$ cat src/common/scp_pkg.sv
// package: constants for the serial configuration port and its register map
package scp_pkg;

    // ****************************************************************
    // register map, byte offsets as seen on the serial address
    // ****************************************************************
    localparam int REG_NUM = 32;
    localparam int ADDR_W = 8;
    localparam int DATA_W = 8;
    localparam int IDX_W = 5;
    localparam logic [7:0] OFS_PART_VERSION_CODE = 8'h00;
    localparam logic [7:0] OFS_IO_POLARITY = 8'h04;
    localparam logic [7:0] OFS_TX_RX_CONTROL = 8'h08;
    localparam logic [7:0] OFS_ADC_CAL_POSITIVE_STEP = 8'h0c;
    localparam logic [7:0] OFS_ADC_CAL_NEGATIVE_STEP = 8'h10;
    localparam logic [7:0] OFS_CCA_ANTENNA_CONTROL = 8'h14;
    localparam logic [7:0] OFS_PREAMBLE_LENGTH = 8'h18;
    localparam logic [7:0] OFS_SCRAMBLER_TAPS = 8'h1c;
    localparam logic [7:0] OFS_ACQ_QUALITY1_THRESH_HIGH = 8'h20;
    localparam logic [7:0] OFS_ACQ_QUALITY1_THRESH_LOW = 8'h24;
    localparam logic [7:0] OFS_ACQ_QUALITY2_THRESH_HIGH = 8'h28;
    localparam logic [7:0] OFS_ACQ_QUALITY2_THRESH_LOW = 8'h2c;
    localparam logic [7:0] OFS_CCA_QUALITY_THRESH_HIGH = 8'h30;
    localparam logic [7:0] OFS_CCA_QUALITY_THRESH_LOW = 8'h34;
    localparam logic [7:0] OFS_ENERGY_DETECT_THRESH = 8'h38;
    localparam logic [7:0] OFS_START_DELIM_TIMER = 8'h3c;
    localparam logic [7:0] OFS_SIGNAL_CODE_BPSK_CHIP = 8'h40;
    localparam logic [7:0] OFS_SIGNAL_CODE_QPSK_CHIP = 8'h44;
    localparam logic [7:0] OFS_SIGNAL_CODE_BPSK_WALSH = 8'h48;
    localparam logic [7:0] OFS_SIGNAL_CODE_QPSK_WALSH = 8'h4c;
    localparam logic [7:0] OFS_TX_SIGNAL_FIELD = 8'h50;
    localparam logic [7:0] OFS_TX_SERVICE_FIELD = 8'h54;
    localparam logic [7:0] OFS_TX_LENGTH_HIGH = 8'h58;
    localparam logic [7:0] OFS_TX_LENGTH_LOW = 8'h5c;
    localparam logic [7:0] OFS_RX_STATUS = 8'h60;
    localparam logic [7:0] OFS_RX_SERVICE_FIELD = 8'h64;
    localparam logic [7:0] OFS_RX_LENGTH_HIGH = 8'h68;
    localparam logic [7:0] OFS_RX_LENGTH_LOW = 8'h6c;
    localparam logic [7:0] OFS_PROBE_SELECT = 8'h70;
    localparam logic [7:0] OFS_PROBE_MONITOR = 8'h74;
    localparam logic [7:0] OFS_FACTORY_TEST_1 = 8'h78;
    localparam logic [7:0] OFS_FACTORY_TEST_2 = 8'h7c;

    // register index = address bits 6:2, the two low bits are ignored
    localparam int IDX_LSB = 2;
    localparam int ADDR_RANGE_BIT = 7;
    localparam logic [IDX_W-1:0] IDX_PART_VERSION_CODE = OFS_PART_VERSION_CODE[6:2];
    localparam logic [IDX_W-1:0] IDX_TX_RX_CONTROL = OFS_TX_RX_CONTROL[6:2];
    localparam logic [IDX_W-1:0] IDX_RX_STATUS = OFS_RX_STATUS[6:2];
    localparam logic [IDX_W-1:0] IDX_RX_SERVICE_FIELD = OFS_RX_SERVICE_FIELD[6:2];
    localparam logic [IDX_W-1:0] IDX_RX_LENGTH_HIGH = OFS_RX_LENGTH_HIGH[6:2];
    localparam logic [IDX_W-1:0] IDX_RX_LENGTH_LOW = OFS_RX_LENGTH_LOW[6:2];
    localparam logic [IDX_W-1:0] IDX_PROBE_SELECT = OFS_PROBE_SELECT[6:2];
    localparam logic [IDX_W-1:0] IDX_PROBE_MONITOR = OFS_PROBE_MONITOR[6:2];

    // one bit per register, set where software may not write
    localparam logic [REG_NUM-1:0] RO_MASK = 32'h2f00_0001;
    // transceiver clock divide select: 0 divides by 2, 1 divides by 4
    localparam int DIV_SEL_BIT = 0;
    localparam logic [7:0] CFG_RST = 8'h00;

    // ****************************************************************
    // synchroniser lanes and timing
    // ****************************************************************
    localparam int SYN_W = 6;
    localparam int SYN_SCLK = 0;
    localparam int SYN_CS_N = 1;
    localparam int SYN_RW = 2;
    localparam int SYN_SD = 3;
    localparam int SYN_MRST_N = 4;
    localparam int SYN_RE = 5;
    localparam logic [SYN_W-1:0] SYN_RST = 6'h12;
    localparam int RE_HOLD_MCLK = 2;
    localparam logic [1:0] RE_HOLD_CYC = 2'(RE_HOLD_MCLK);
    localparam logic [1:0] DIV4_LAST = 2'h3;
    localparam logic [2:0] BIT_LAST = 3'h7;

    typedef enum logic [1:0] {
        SCP_IDLE = 2'b00,
        SCP_ADDR = 2'b01,
        SCP_WDATA = 2'b10,
        SCP_RDATA = 2'b11
    } scp_state_t;

endpackage

$ cat src/common/scp_sync_if.sv
// interface: raw pin levels into the synchroniser and clean levels out
`timescale 1ns/10ps
interface scp_sync_if;
    import scp_pkg::*;
    logic [SYN_W-1:0] raw;
    logic [SYN_W-1:0] clean;
    modport src (output raw, input clean);
    modport sync (input raw, output clean);
endinterface

$ cat src/logic/scp_serial_regs.sv
// module: serial configuration port, register map, master reset and clocks
`timescale 1ns/10ps
module scp_serial_regs
    import scp_pkg::*;
#(
    // identity byte, value arbitrary
    parameter logic [7:0] PART_VERSION = 8'h5a
) (
    // system clock and reset
    input wire logic CLK_SYS_I,
    input wire logic NRST_I,
    // serial port pins
    input wire logic SCLK_I,
    input wire logic CS_N_I,
    input wire logic RW_I,
    input wire logic SD_I,
    output logic SD_O,
    output logic SD_OE_O,
    // master reset and receive enable pins
    input wire logic MRST_N_I,
    input wire logic RECEIVE_ENABLE_I,
    // transceiver control
    output logic STANDBY_O,
    output logic TXRX_EN_O,
    output logic TRX_CLK_EN_O,
    // receive status for read-only registers
    input wire logic [7:0] RX_STATUS_I,
    input wire logic [7:0] RX_SERVICE_I,
    input wire logic [7:0] RX_LEN_HIGH_I,
    input wire logic [7:0] RX_LEN_LOW_I,
    // configuration contents, register n in bits 8n+7:8n
    output logic [REG_NUM*DATA_W-1:0] CFG_REGS_O,
    // probe port
    output logic PROBE_CLK_O,
    output logic [7:0] PROBE_DATA_O
);

    // ****************************************************************
    // state
    // ****************************************************************
    typedef struct packed {
        scp_state_t state;
        logic [2:0] bit_cnt;
        logic [ADDR_W-1:0] addr_sh;
        logic [DATA_W-1:0] wr_sh;
        logic [DATA_W-1:0] rd_sh;
        logic sclk_prev;
        logic sd_out;
        logic sd_oe;
        logic [REG_NUM-1:0][DATA_W-1:0] regs;
        logic standby;
        logic txrx_en;
        logic [1:0] re_cnt;
        logic [1:0] div_cnt;
        logic trx_en;
        logic probe_clk;
        logic [DATA_W-1:0] probe_data;
    } scp_core_t;

    scp_core_t q, d;
    scp_sync_if syn ();
    logic [REG_NUM-1:0][DATA_W-1:0] rd_view;
    logic sclk_rise;
    logic [ADDR_W-1:0] addr_next;
    logic [IDX_W-1:0] addr_idx;
    logic addr_mapped;

    // ****************************************************************
    // pin synchronisers
    // ****************************************************************
    assign syn.raw = {RECEIVE_ENABLE_I, MRST_N_I, SD_I, RW_I, CS_N_I, SCLK_I};

    scp_sync u_sync (
        .clk_i (CLK_SYS_I),
        .nrst_i (NRST_I),
        .pins (syn)
    );

    // ****************************************************************
    // read view: stored bytes with read-only bytes overlaid
    // ****************************************************************
    always_comb begin
        rd_view = q.regs;
        rd_view[IDX_PART_VERSION_CODE] = PART_VERSION;
        rd_view[IDX_RX_STATUS] = RX_STATUS_I;
        rd_view[IDX_RX_SERVICE_FIELD] = RX_SERVICE_I;
        rd_view[IDX_RX_LENGTH_HIGH] = RX_LEN_HIGH_I;
        rd_view[IDX_RX_LENGTH_LOW] = RX_LEN_LOW_I;
        rd_view[IDX_PROBE_MONITOR] = q.probe_data;
    end

    // edge found only from synchronised levels, never the first stage
    assign sclk_rise = syn.clean[SYN_SCLK] & ~q.sclk_prev;
    assign addr_next = {q.addr_sh[ADDR_W-2:0], syn.clean[SYN_SD]};
    assign addr_idx = addr_next[IDX_LSB+IDX_W-1:IDX_LSB];
    assign addr_mapped = ~addr_next[ADDR_RANGE_BIT];

    // ****************************************************************
    // next-state logic
    // ****************************************************************
    always_comb begin
        d = q;
        d.sclk_prev = syn.clean[SYN_SCLK];

        // serial engine; a deselect abandons any partial transfer
        if (syn.clean[SYN_CS_N]) begin
            d.state = SCP_IDLE;
            d.bit_cnt = 3'h0;
            d.sd_oe = 1'b0;
        end else if (sclk_rise) begin
            unique case (q.state)
                SCP_IDLE: begin
                    d.addr_sh = addr_next;
                    d.bit_cnt = 3'h1;
                    d.state = SCP_ADDR;
                end
                SCP_ADDR: begin
                    d.addr_sh = addr_next;
                    d.bit_cnt = q.bit_cnt + 3'h1;
                    // data follows the address with no gap
                    if (q.bit_cnt == BIT_LAST) begin
                        if (syn.clean[SYN_RW]) begin
                            // unmapped addresses read as zero
                            d.rd_sh = addr_mapped ? rd_view[addr_idx] : 8'h00;
                            d.sd_out = d.rd_sh[DATA_W-1];
                            d.sd_oe = 1'b1;
                            d.state = SCP_RDATA;
                        end else begin
                            d.state = SCP_WDATA;
                        end
                    end
                end
                SCP_WDATA: begin
                    d.wr_sh = {q.wr_sh[DATA_W-2:0], syn.clean[SYN_SD]};
                    d.bit_cnt = q.bit_cnt + 3'h1;
                    if (q.bit_cnt == BIT_LAST) begin
                        if (!q.addr_sh[ADDR_RANGE_BIT] && !RO_MASK[q.addr_sh[IDX_LSB+IDX_W-1:IDX_LSB]]) begin
                            d.regs[q.addr_sh[IDX_LSB+IDX_W-1:IDX_LSB]] = d.wr_sh;
                        end
                        d.state = SCP_IDLE;
                    end
                end
                SCP_RDATA: begin
                    // launch the next bit on each rising edge
                    d.rd_sh = {q.rd_sh[DATA_W-2:0], 1'b0};
                    d.sd_out = q.rd_sh[DATA_W-2];
                    d.bit_cnt = q.bit_cnt + 3'h1;
                    if (q.bit_cnt == BIT_LAST) begin
                        d.sd_oe = 1'b0;
                        d.state = SCP_IDLE;
                    end
                end
            endcase
        end

        // master reset leaves register contents alone on purpose
        d.standby = ~syn.clean[SYN_MRST_N];
        if (!syn.clean[SYN_MRST_N]) begin
            d.txrx_en = 1'b0;
            d.re_cnt = 2'h0;
        end else if (!q.txrx_en) begin
            // receive enable must stay high for the whole hold count
            if (syn.clean[SYN_RE]) begin
                if (q.re_cnt == RE_HOLD_CYC - 2'h1) begin
                    d.txrx_en = 1'b1;
                end else begin
                    d.re_cnt = q.re_cnt + 2'h1;
                end
            end else begin
                d.re_cnt = 2'h0;
            end
        end

        // transceiver clock enable: one pulse per 2 or 4 master cycles
        d.div_cnt = q.div_cnt + 2'h1;
        if (q.regs[IDX_TX_RX_CONTROL][DIV_SEL_BIT]) begin
            d.trx_en = (q.div_cnt == DIV4_LAST);
        end else begin
            d.trx_en = q.div_cnt[0];
        end

        // probe data moves on the falling probe clock, stable at its rise
        if (q.trx_en) begin
            d.probe_clk = ~q.probe_clk;
            if (q.probe_clk) begin
                d.probe_data = rd_view[q.regs[IDX_PROBE_SELECT][IDX_W-1:0]];
            end
        end
    end

    // ****************************************************************
    // registers; system reset clears, master reset does not
    // ****************************************************************
    always_ff @(posedge CLK_SYS_I) begin
        if (!NRST_I) begin
            q <= '0;
            q.standby <= 1'b1;
        end else begin
            q <= d;
        end
    end

    // outputs straight from flops
    assign SD_O = q.sd_out;
    assign SD_OE_O = q.sd_oe;
    assign STANDBY_O = q.standby;
    assign TXRX_EN_O = q.txrx_en;
    assign TRX_CLK_EN_O = q.trx_en;
    assign CFG_REGS_O = q.regs;
    assign PROBE_CLK_O = q.probe_clk;
    assign PROBE_DATA_O = q.probe_data;
endmodule

$ cat src/logic/scp_sync.sv
// module: three-flop synchroniser with agreement filter for pin inputs
`timescale 1ns/10ps
module scp_sync
    import scp_pkg::*;
(
    // clock and reset
    input wire logic clk_i,
    input wire logic nrst_i,
    // pin lanes
    scp_sync_if.sync pins
);

    typedef struct packed {
        logic [SYN_W-1:0] s1;
        logic [SYN_W-1:0] s2;
        logic [SYN_W-1:0] s3;
        logic [SYN_W-1:0] out;
    } scp_sync_t;

    scp_sync_t q, d;

    // a lane changes only once the second and third stages agree
    always_comb begin
        d = q;
        d.s1 = pins.raw;
        d.s2 = q.s1;
        d.s3 = q.s2;
        for (int i = 0; i < SYN_W; i++) begin
            if (q.s2[i] == q.s3[i]) begin
                d.out[i] = q.s3[i];
            end
        end
    end

    // reset values keep select and master reset inactive
    always_ff @(posedge clk_i) begin
        if (!nrst_i) begin
            q <= '{s1: SYN_RST, s2: SYN_RST, s3: SYN_RST, out: SYN_RST};
        end else begin
            q <= d;
        end
    end

    assign pins.clean = q.out;

endmodule

$ cat config.mk
export PLATFORM = sky130hd
export DESIGN_NAME = scp_serial_regs
export DESIGN_NICKNAME = d
export VERILOG_FILES = /design/src/common/scp_pkg.sv /design/src/common/scp_sync_if.sv /design/src/logic/scp_serial_regs.sv /design/src/logic/scp_sync.sv
export SDC_FILE = /design/constraint.sdc
export NUM_CORES = 1
export LEC_CHECK = 0
export ABC_AREA = 1
export CAP_MARGIN = 30
export CELL_PAD_IN_SITES_DETAIL_PLACEMENT = 1
export CELL_PAD_IN_SITES_GLOBAL_PLACEMENT = 1
export CORE_ASPECT_RATIO = 1.75
export CORE_MARGIN = 2
export CORE_UTILIZATION = 30
export DETAILED_ROUTE_END_ITERATION = 10
export DONT_BUFFER_PORTS = 1
export PLACE_DENSITY_LB_ADDON = 0.08
export REMOVE_ABC_BUFFERS = 1
export SYNTH_ARGS = -nofsm -noshare
export SYNTH_HDL_FRONTEND = slang
export SYNTH_SLANG_ARGS = --single-unit
$ cat constraint.sdc
create_clock -name CLK_SYS_I -period 3.6 [get_ports CLK_SYS_I]
set_clock_uncertainty 0.1 [all_clocks]
set_input_delay 0.54 -clock CLK_SYS_I [delete_from_list [all_inputs] [get_ports CLK_SYS_I]]
set_output_delay 0.54 -clock CLK_SYS_I [all_outputs]
set_load 0.005 [all_outputs]
==> reports/qor.yml, run 1 <==
status: "finished clean"
tns_ns: 0
min_path_type: "primary input to flop"
r2r_end: "PROBE_DATA_O[1]"
powerDensity_mw_per_mm2: 421
hold_viol: 0
fin_nets: 2569
arrival_ns: 3.02
ctsHoldBuffers: 7
drc: 0
clock_latency_ns: 0.56
grt_max_degree: 288
gp_congestion: 0.863
r2r-start: "CFG_REGS_O[224]"
drive_gt1_share_pct: 6.62
synth_seq_cells: 327
synth_area_leaders: "dfxtp_1 36%, nand2_1 12%, buf_4 11%, a21oi_1 8.5%, o21ai_0 7.9%"
worst_pin_slew_ns: 0.946
layout.cells.non_filler: 3346
htree_levels: 2
grt_pass1_wl_um: 123000
wire_per_inst_um: 25.7
setup_ws_ns: 0.933
synth-compound-area-share_pct: 19.1
synth_area_mm2: 0.0183
rows: 120
hold_start: "NRST_I"
cts.repair.resized: 0
root_buffer: "clkbuf_16"
cts_sinks: 327
track_usage_pct: 26.7
synth-xor-area-share_pct: 0
cts_tree: "yes"
setup_viol: 0
muxShareOfSynthArea_pct: 0
drt-pass1-iter-count: 5
ant_nets: 0
synthCells: 2838
area_delta_synth_final_pct: 2.22
yosys_warnings: 0
slew_violations: 0
wl_um: 86100
required_ns: 3.95
leakage_nw: 7.90
cts_buffer_depth: 3
fmax_ghz: 0.375
avgViaCountPerCell: 5.12
grt-ovfl-total: 0
rsz0062_at_grt: "no"
reg2reg_depth: 10
synth_top_area_share_pct: 35.7
diodes: 0
synth_top_family_by_area: "simple AND/OR/NAND/NOR gates"
synth_fa_ha_area_share_pct: 0.273
synth-simple-area-share_pct: 23.2
pre_cts_slack_ns: 0.953
holdPathEnd: "u_sync.d[6]"
relSlewSlack_pct: 36.8
place_hpwl_um: 60600
avgSynthCellArea_um2: 6.46
critical_path.max_fanout: 32
dieWidth_um: 191
synth_top_area_cell: "dfxtp_1"
fin_crit_ns: 2.67
max_cap_viol_count: 0
crit_type: "flop to flop"
dieArea_mm2: 0.0632
worstSetupEndpointType: "flop"
power.total_mw: 7.89
post_cts_buffers: 0
port_buffers: 0
numCtsBuffers: 38
ir_drop_mv: 0.275
ios: 310
initial_core_util_pct: 30.2
vias: 17100
clkTransAtPathRegs_ns: 0.06
antenna_found_initial: 2
fin_crit_sh_pct: 74.1
first_global_vias: 17400
regToRegSetupSlack_ns: 0.93
fin_hold_ws_ns: 0.0359
core_mm2: 0.0608
setup.worst_path.start_class: "flop"
synth_seq_area_share_pct: 35.7
die_h_um: 331
dp_cells: 3271
holdPathStages: 2
drtIter0Drc: 883
synth_cell_types: 28
==> state kept, by name, indices dropped and copies added (netlist names), named ones only <==
| name | flops |
|---|---|
| PROBE_CLK_O | 1 |
| CFG_REGS_O | 256 |
| TXRX_EN_O | 1 |
| u_sync.d | 12 |
| addr_idx | 5 |
| u_sync.pins.clean | 6 |
| addr_next | 2 |
| SD_OE_O | 1 |
| u_sync.q | 6 |
| SD_O | 1 |
| TRX_CLK_EN_O | 1 |
| q | 25 |
| PROBE_DATA_O | 8 |
| STANDBY_O | 1 |
==> metrics by stage <==
stage          instance area, um^2  utilization, %
6_report                     18800            30.8
5_1_grt                      18800            30.8
4_1_cts                      18800            30.8
3_5_place_dp                 17400            28.6
3_3_place_gp                 17300            28.5
2_1_floorplan                15700               -
==> layout make-up <==
class,instances,area (um^2)
Clock buffer,56,1170
Clock inverter,12,120
Multi-Input combinational cell,1717,7830
Timing Repair Buffer,89,763
Inverter,352,1320
Fill cell,7746,42100
Sequential cell,327,6560
Tap cell,793,992
==> how the worst max path moves through the flow <==
| stage | to | slack [ns] | from | depth (start not counted) |
|---|---|---|---|---|
| finish | PROBE_DATA_O[1] | 0.93 | CFG_REGS_O[224] | 10 |
| global route | CFG_REGS_O[6] | 0.63 | q[299] | 9 |
| CTS | CFG_REGS_O[1] | 0.94 | q[299] | 9 |
| detailed placement | CFG_REGS_O[1] | 0.95 | q[299] | 9 |
| global placement | PROBE_DATA_O[1] | 0.99 | CFG_REGS_O[224] | 10 |
| floorplan | q[276] | -2.18 | addr_idx[0] | 8 |
==> metal layers <==
layer	share of wire, %	up-vias	GRT usage, %
li1	-	8135	-
met1	37	8335	29.1
met2	50	536	48.0
met3	7.9	132	7.24
met4	4.7	0	12.2
met5	0	-	0
==> synthesized netlist by cell type, drive strengths merged <==
library cell and n:
a211oi 1, a21oi 311, a31oi 5, buf 281
clkbuf 161, clkinv 1, dfxtp 327, ha 4
inv 351, nand2 609, nand3 167, nand4 16
nor2 230, nor3 16, nor4 1, o211ai 59
o21ai 289, o21bai 1, o41ai 1, or2 7
==> power by group <==
group / switching (mW) / internal [mW] / total [mW]
clock: 1.74 / 2.40 / 4.14
combinational: 0.0678 / 0.0461 / 0.114
sequential: 0.00893 / 3.63 / 3.64
total: 1.81 / 6.08 / 7.89
==> critical path, stage by stage (launching register included) <==
cell and delay, ns:
dfxtp_4 0.68, clkinv_1 0.17, buf_4 0.30, o21ai_0 0.32, nand4_1 0.21, nand2_1 0.30
nand2_1 0.17, nand2_1 0.11, nand3_1 0.08, nand2_1 0.07, inv_1 0.04
==> layout by cell type, fill, tap and decap left out, types with 2 or more instances in the layout <==
| cell | Yosys | routed |
|---|---|---|
| ha_1 | 4 | 4 |
| nor2_1 | 227 | 223 |
| buf_4 | 265 | 76 |
| a31oi_1 | 5 | 5 |
| nand4_1 | 16 | 16 |
| clkinv_2 | 0 | 8 |
| nor3_1 | 15 | 15 |
| nand3_1 | 167 | 167 |
| nand2_1 | 607 | 607 |
| buf_12 | 0 | 4 |
| or2_2 | 7 | 7 |
| clkinv_4 | 0 | 2 |
| clkbuf_8 | 0 | 9 |
| nor2_2 | 3 | 6 |
| a21oi_1 | 311 | 311 |
| clkbuf_1 | 161 | 6 |
| o21ai_0 | 289 | 289 |
| dfxtp_1 | 327 | 322 |
| o211ai_1 | 59 | 59 |
| dfxtp_4 | 0 | 2 |
| bufinv_16 | 0 | 2 |
| clkbuf_16 | 0 | 41 |
| inv_1 | 350 | 349 |
| dlygate4sd3_1 | 0 | 7 |
| dfxtp_2 | 0 | 3 |
==> cell families after synthesis <==
logic type | Yosys count
and+or+nand+nor | 1046
DFF | 327
adders and majority gates | 4
AOI/OAI and AO/OA | 667
buffers and inverters | 794
Power figures use the tool's default switching activity.
==> run 2, diff against run 1 <==
- ABC_AREA: 1 -> 0
- clock period: 3.6 -> 2.7 ns (I/O delays scaled with it)
==> run 2 against run 1 <==
Core utilization grew 0.49 points. Fmax rose by 4.6%. Register-to-register slack got worse by 0.78 ns. Wire length fell by 6.3%. Flip-flop and latch count unchanged. Critical path type unchanged. Clock power increased by 31%.
==> reports/qor.yml, run 2 <==
grt_max_degree: 78  # -73%
fmax_ghz: 0.392  # +4.6%
fin_crit_ns: 2.55  # -0.117 ns
setup_viol: 0  # unchanged
dp_cells: 2527  # -23%
synthCells: 2066  # -27%
dieWidth_um: 190  # -0.62%
slew_violations: 0  # unchanged
largest_register_ffs: 256  # unchanged
yosys_warnings: 0  # unchanged
pre_cts_slack_ns: -0.218  # -1.17 ns
worstSetupEndpointType: "flop"
synth_seq_area_share_pct: 36.1  # +0.46 points
initial_core_util_pct: 30.2  # about the same
port_buffers: 0  # unchanged
synth_fa_ha_area_share_pct: 0.276  # +0.0035 points
powerDensity_mw_per_mm2: 555  # +32%
muxShareOfSynthArea_pct: 19.1  # +19 points
layout.cells.non_filler: 2605  # -22%
synth_top_family_by_area: "multiplexers"
synth_edf_count: 0  # unchanged
relSlewSlack_pct: 54.2  # +17 points
track_usage_pct: 25.3  # -1.4 points
wire_per_inst_um: 31.0  # +20%
grt_pass1_wl_um: 114000  # -6.8%
synthArstFlopShare_pct: 0  # unchanged
synth-compound-area-share_pct: 13.7  # -5.4 points
drc: 0  # unchanged
fin_crit_sh_pct: 94.5  # +20 points
htree_levels: 2  # unchanged
cts_tree: "yes"
hold_viol: 0  # unchanged
setup_ws_ns: 0.150  # -0.783 ns
ant_nets: 0  # unchanged
die_h_um: 329  # -0.63%
cts_sinks: 327  # unchanged
synth_top_area_share_pct: 36.1  # +0.46 points
synth_area_mm2: 0.0181  # -1.3%
avgSynthCellArea_um2: 8.77  # +36%
critical_path.max_fanout: 17  # -47%
synth-simple-area-share_pct: 15.2  # -8.0 points
place_hpwl_um: 58900  # -2.8%
min_path_type: "primary input to flop"
max_cap_viol_count: 0  # unchanged
drt-pass1-iter-count: 5  # unchanged
grt-ovfl-total: 0  # unchanged
leakage_nw: 5.97  # -24%
drive_gt1_share_pct: 18.2  # +12 points
avgViaCountPerCell: 5.46  # +6.7%
ir_drop_mv: 0.415  # +51%
clkTransAtPathRegs_ns: 0.07  # about the same
ios: 310  # unchanged
fin_nets: 1836  # -29%
synth_seq_cells: 327  # unchanged
synth-xor-area-share_pct: 0.0483  # +0.048 points
required_ns: 3.03  # -0.92 ns
tns_ns: 0  # unchanged
antenna_found_initial: 6  # +4
dieArea_mm2: 0.0624  # -1.2%
arrival_ns: 2.88  # -0.14 ns
root_buffer: "clkbuf_16"
vias: 14200  # -17%
rows: 119  # -0.83%
mostFrequentLayoutCell: "nand2_1"
core_mm2: 0.0600  # -1.3%
crit_type: "flop to flop"
setup.worst_path.start_class: "flop"
status: "finished clean"
synth_most_common_cell: "nand2_1"
gp_congestion: 0.841  # -2.6%
clock_latency_ns: 0.57  # about the same
wl_um: 80700  # -6.3%
synth_top_area_cell: "dfxtp_1"
numCtsBuffers: 38  # unchanged
rsz0062_at_grt: "no"
area_delta_synth_final_pct: 3.78
power.total_mw: 10.4  # +32%
drtIter0Drc: 800  # -9.4%
synth_cell_types: 66  # +140%
worst_pin_slew_ns: 0.685  # -0.262 ns
synth_area_leaders: "dfxtp_1 36%, buf_4 11%, mux4_2 11%, nand2_1 8.2%, a21oi_1 6.7%"
synthTopCellsByCount: "396 x nand2_1, 327 x dfxtp_1, 276 x buf_4"
first_global_vias: 15000  # -14%
final_cell_mix: "396 x nand2_1, 314 x dfxtp_1, 243 x a21oi_1"
cts_buffer_depth: 3  # unchanged
synth-main-ff-cell: "dfxtp_1"
[run 2: final timing paths]
check	startpoint	endpoint	slack, ns	cells past startpoint
setup / recovery	addr_idx[0]	SD_O	0.15	6
hold reg to reg	u_sync.d[13]	u_sync.d[7]	0.32	1
hold / removal	NRST_I	flop	0.04	3
setup reg to reg	addr_idx[0]	SD_O	0.15	6
[run 2: area by class of cell]
cell class                      count  area [um^2]
Clock inverter                     12          124
Tap cell                          786          983
Multi-Input combinational cell   1293         8780
Inverter                           11         48.8
Clock buffer                       54         1130
Timing Repair Buffer              121         1150
Sequential cell                   327         6570
Antenna cell                        1         2.50
Fill cell                        6915        41200
[run 2: worst max-delay path: stages (launching register included)]
cell,delay (ns)
dfxtp_4,0.61
buf_4,0.39
mux4_2,0.55
mux2i_1,0.16
mux2i_1,0.22
o2111ai_1,0.23
o211ai_1,0.14
[run 2: kinds of logic after synthesis]
kind of cell / after synthesis
buf+inv: 446
compound gates: 443
flops: 327
xor+xnor: 1
fa+ha+maj: 4
simple gates: 625
mux: 220
[run 2: power breakdown]
| part | switching (mW) | internal, mW | total, mW |
|---|---|---|---|
| registers | 0.0159 | 4.84 | 4.85 |
| logic | 0.116 | 0.0576 | 0.174 |
| clock network | 2.30 | 3.11 | 5.41 |
[run 2: what timing repair did]
action / 4_1_cts / 5_1_grt
hold buffers: 9 / 0
gates resized for setup: 1 / 2
hold endpoints to repair: 32 / 0
setup buffers: 0 / 1
setup endpoints to repair: 1 / 11
[run 2: routing by layer]
layer  vias to the layer above  routed length [um]  global-route usage [%]
met1                      7319               29100                    26.8
met4                         6                2870                    9.44
met2                       431               41800                    46.2
li1                       6351                   -                       -
met3                       124                6800                    8.67
met5                         -                  41                       0
[run 2: through the flow]
step                      utilization (%)  hold slack [ns]  instance area (um^2)
final                                31.3           0.0390                 18800
after global routing                 31.3           0.0691                 18800
after CTS                            31.3           0.0170                 18800
after detailed placement             29.0            0.298                 17400
after global placement               29.0            0.312                 17400
after floorplan                         -            0.286                 15300
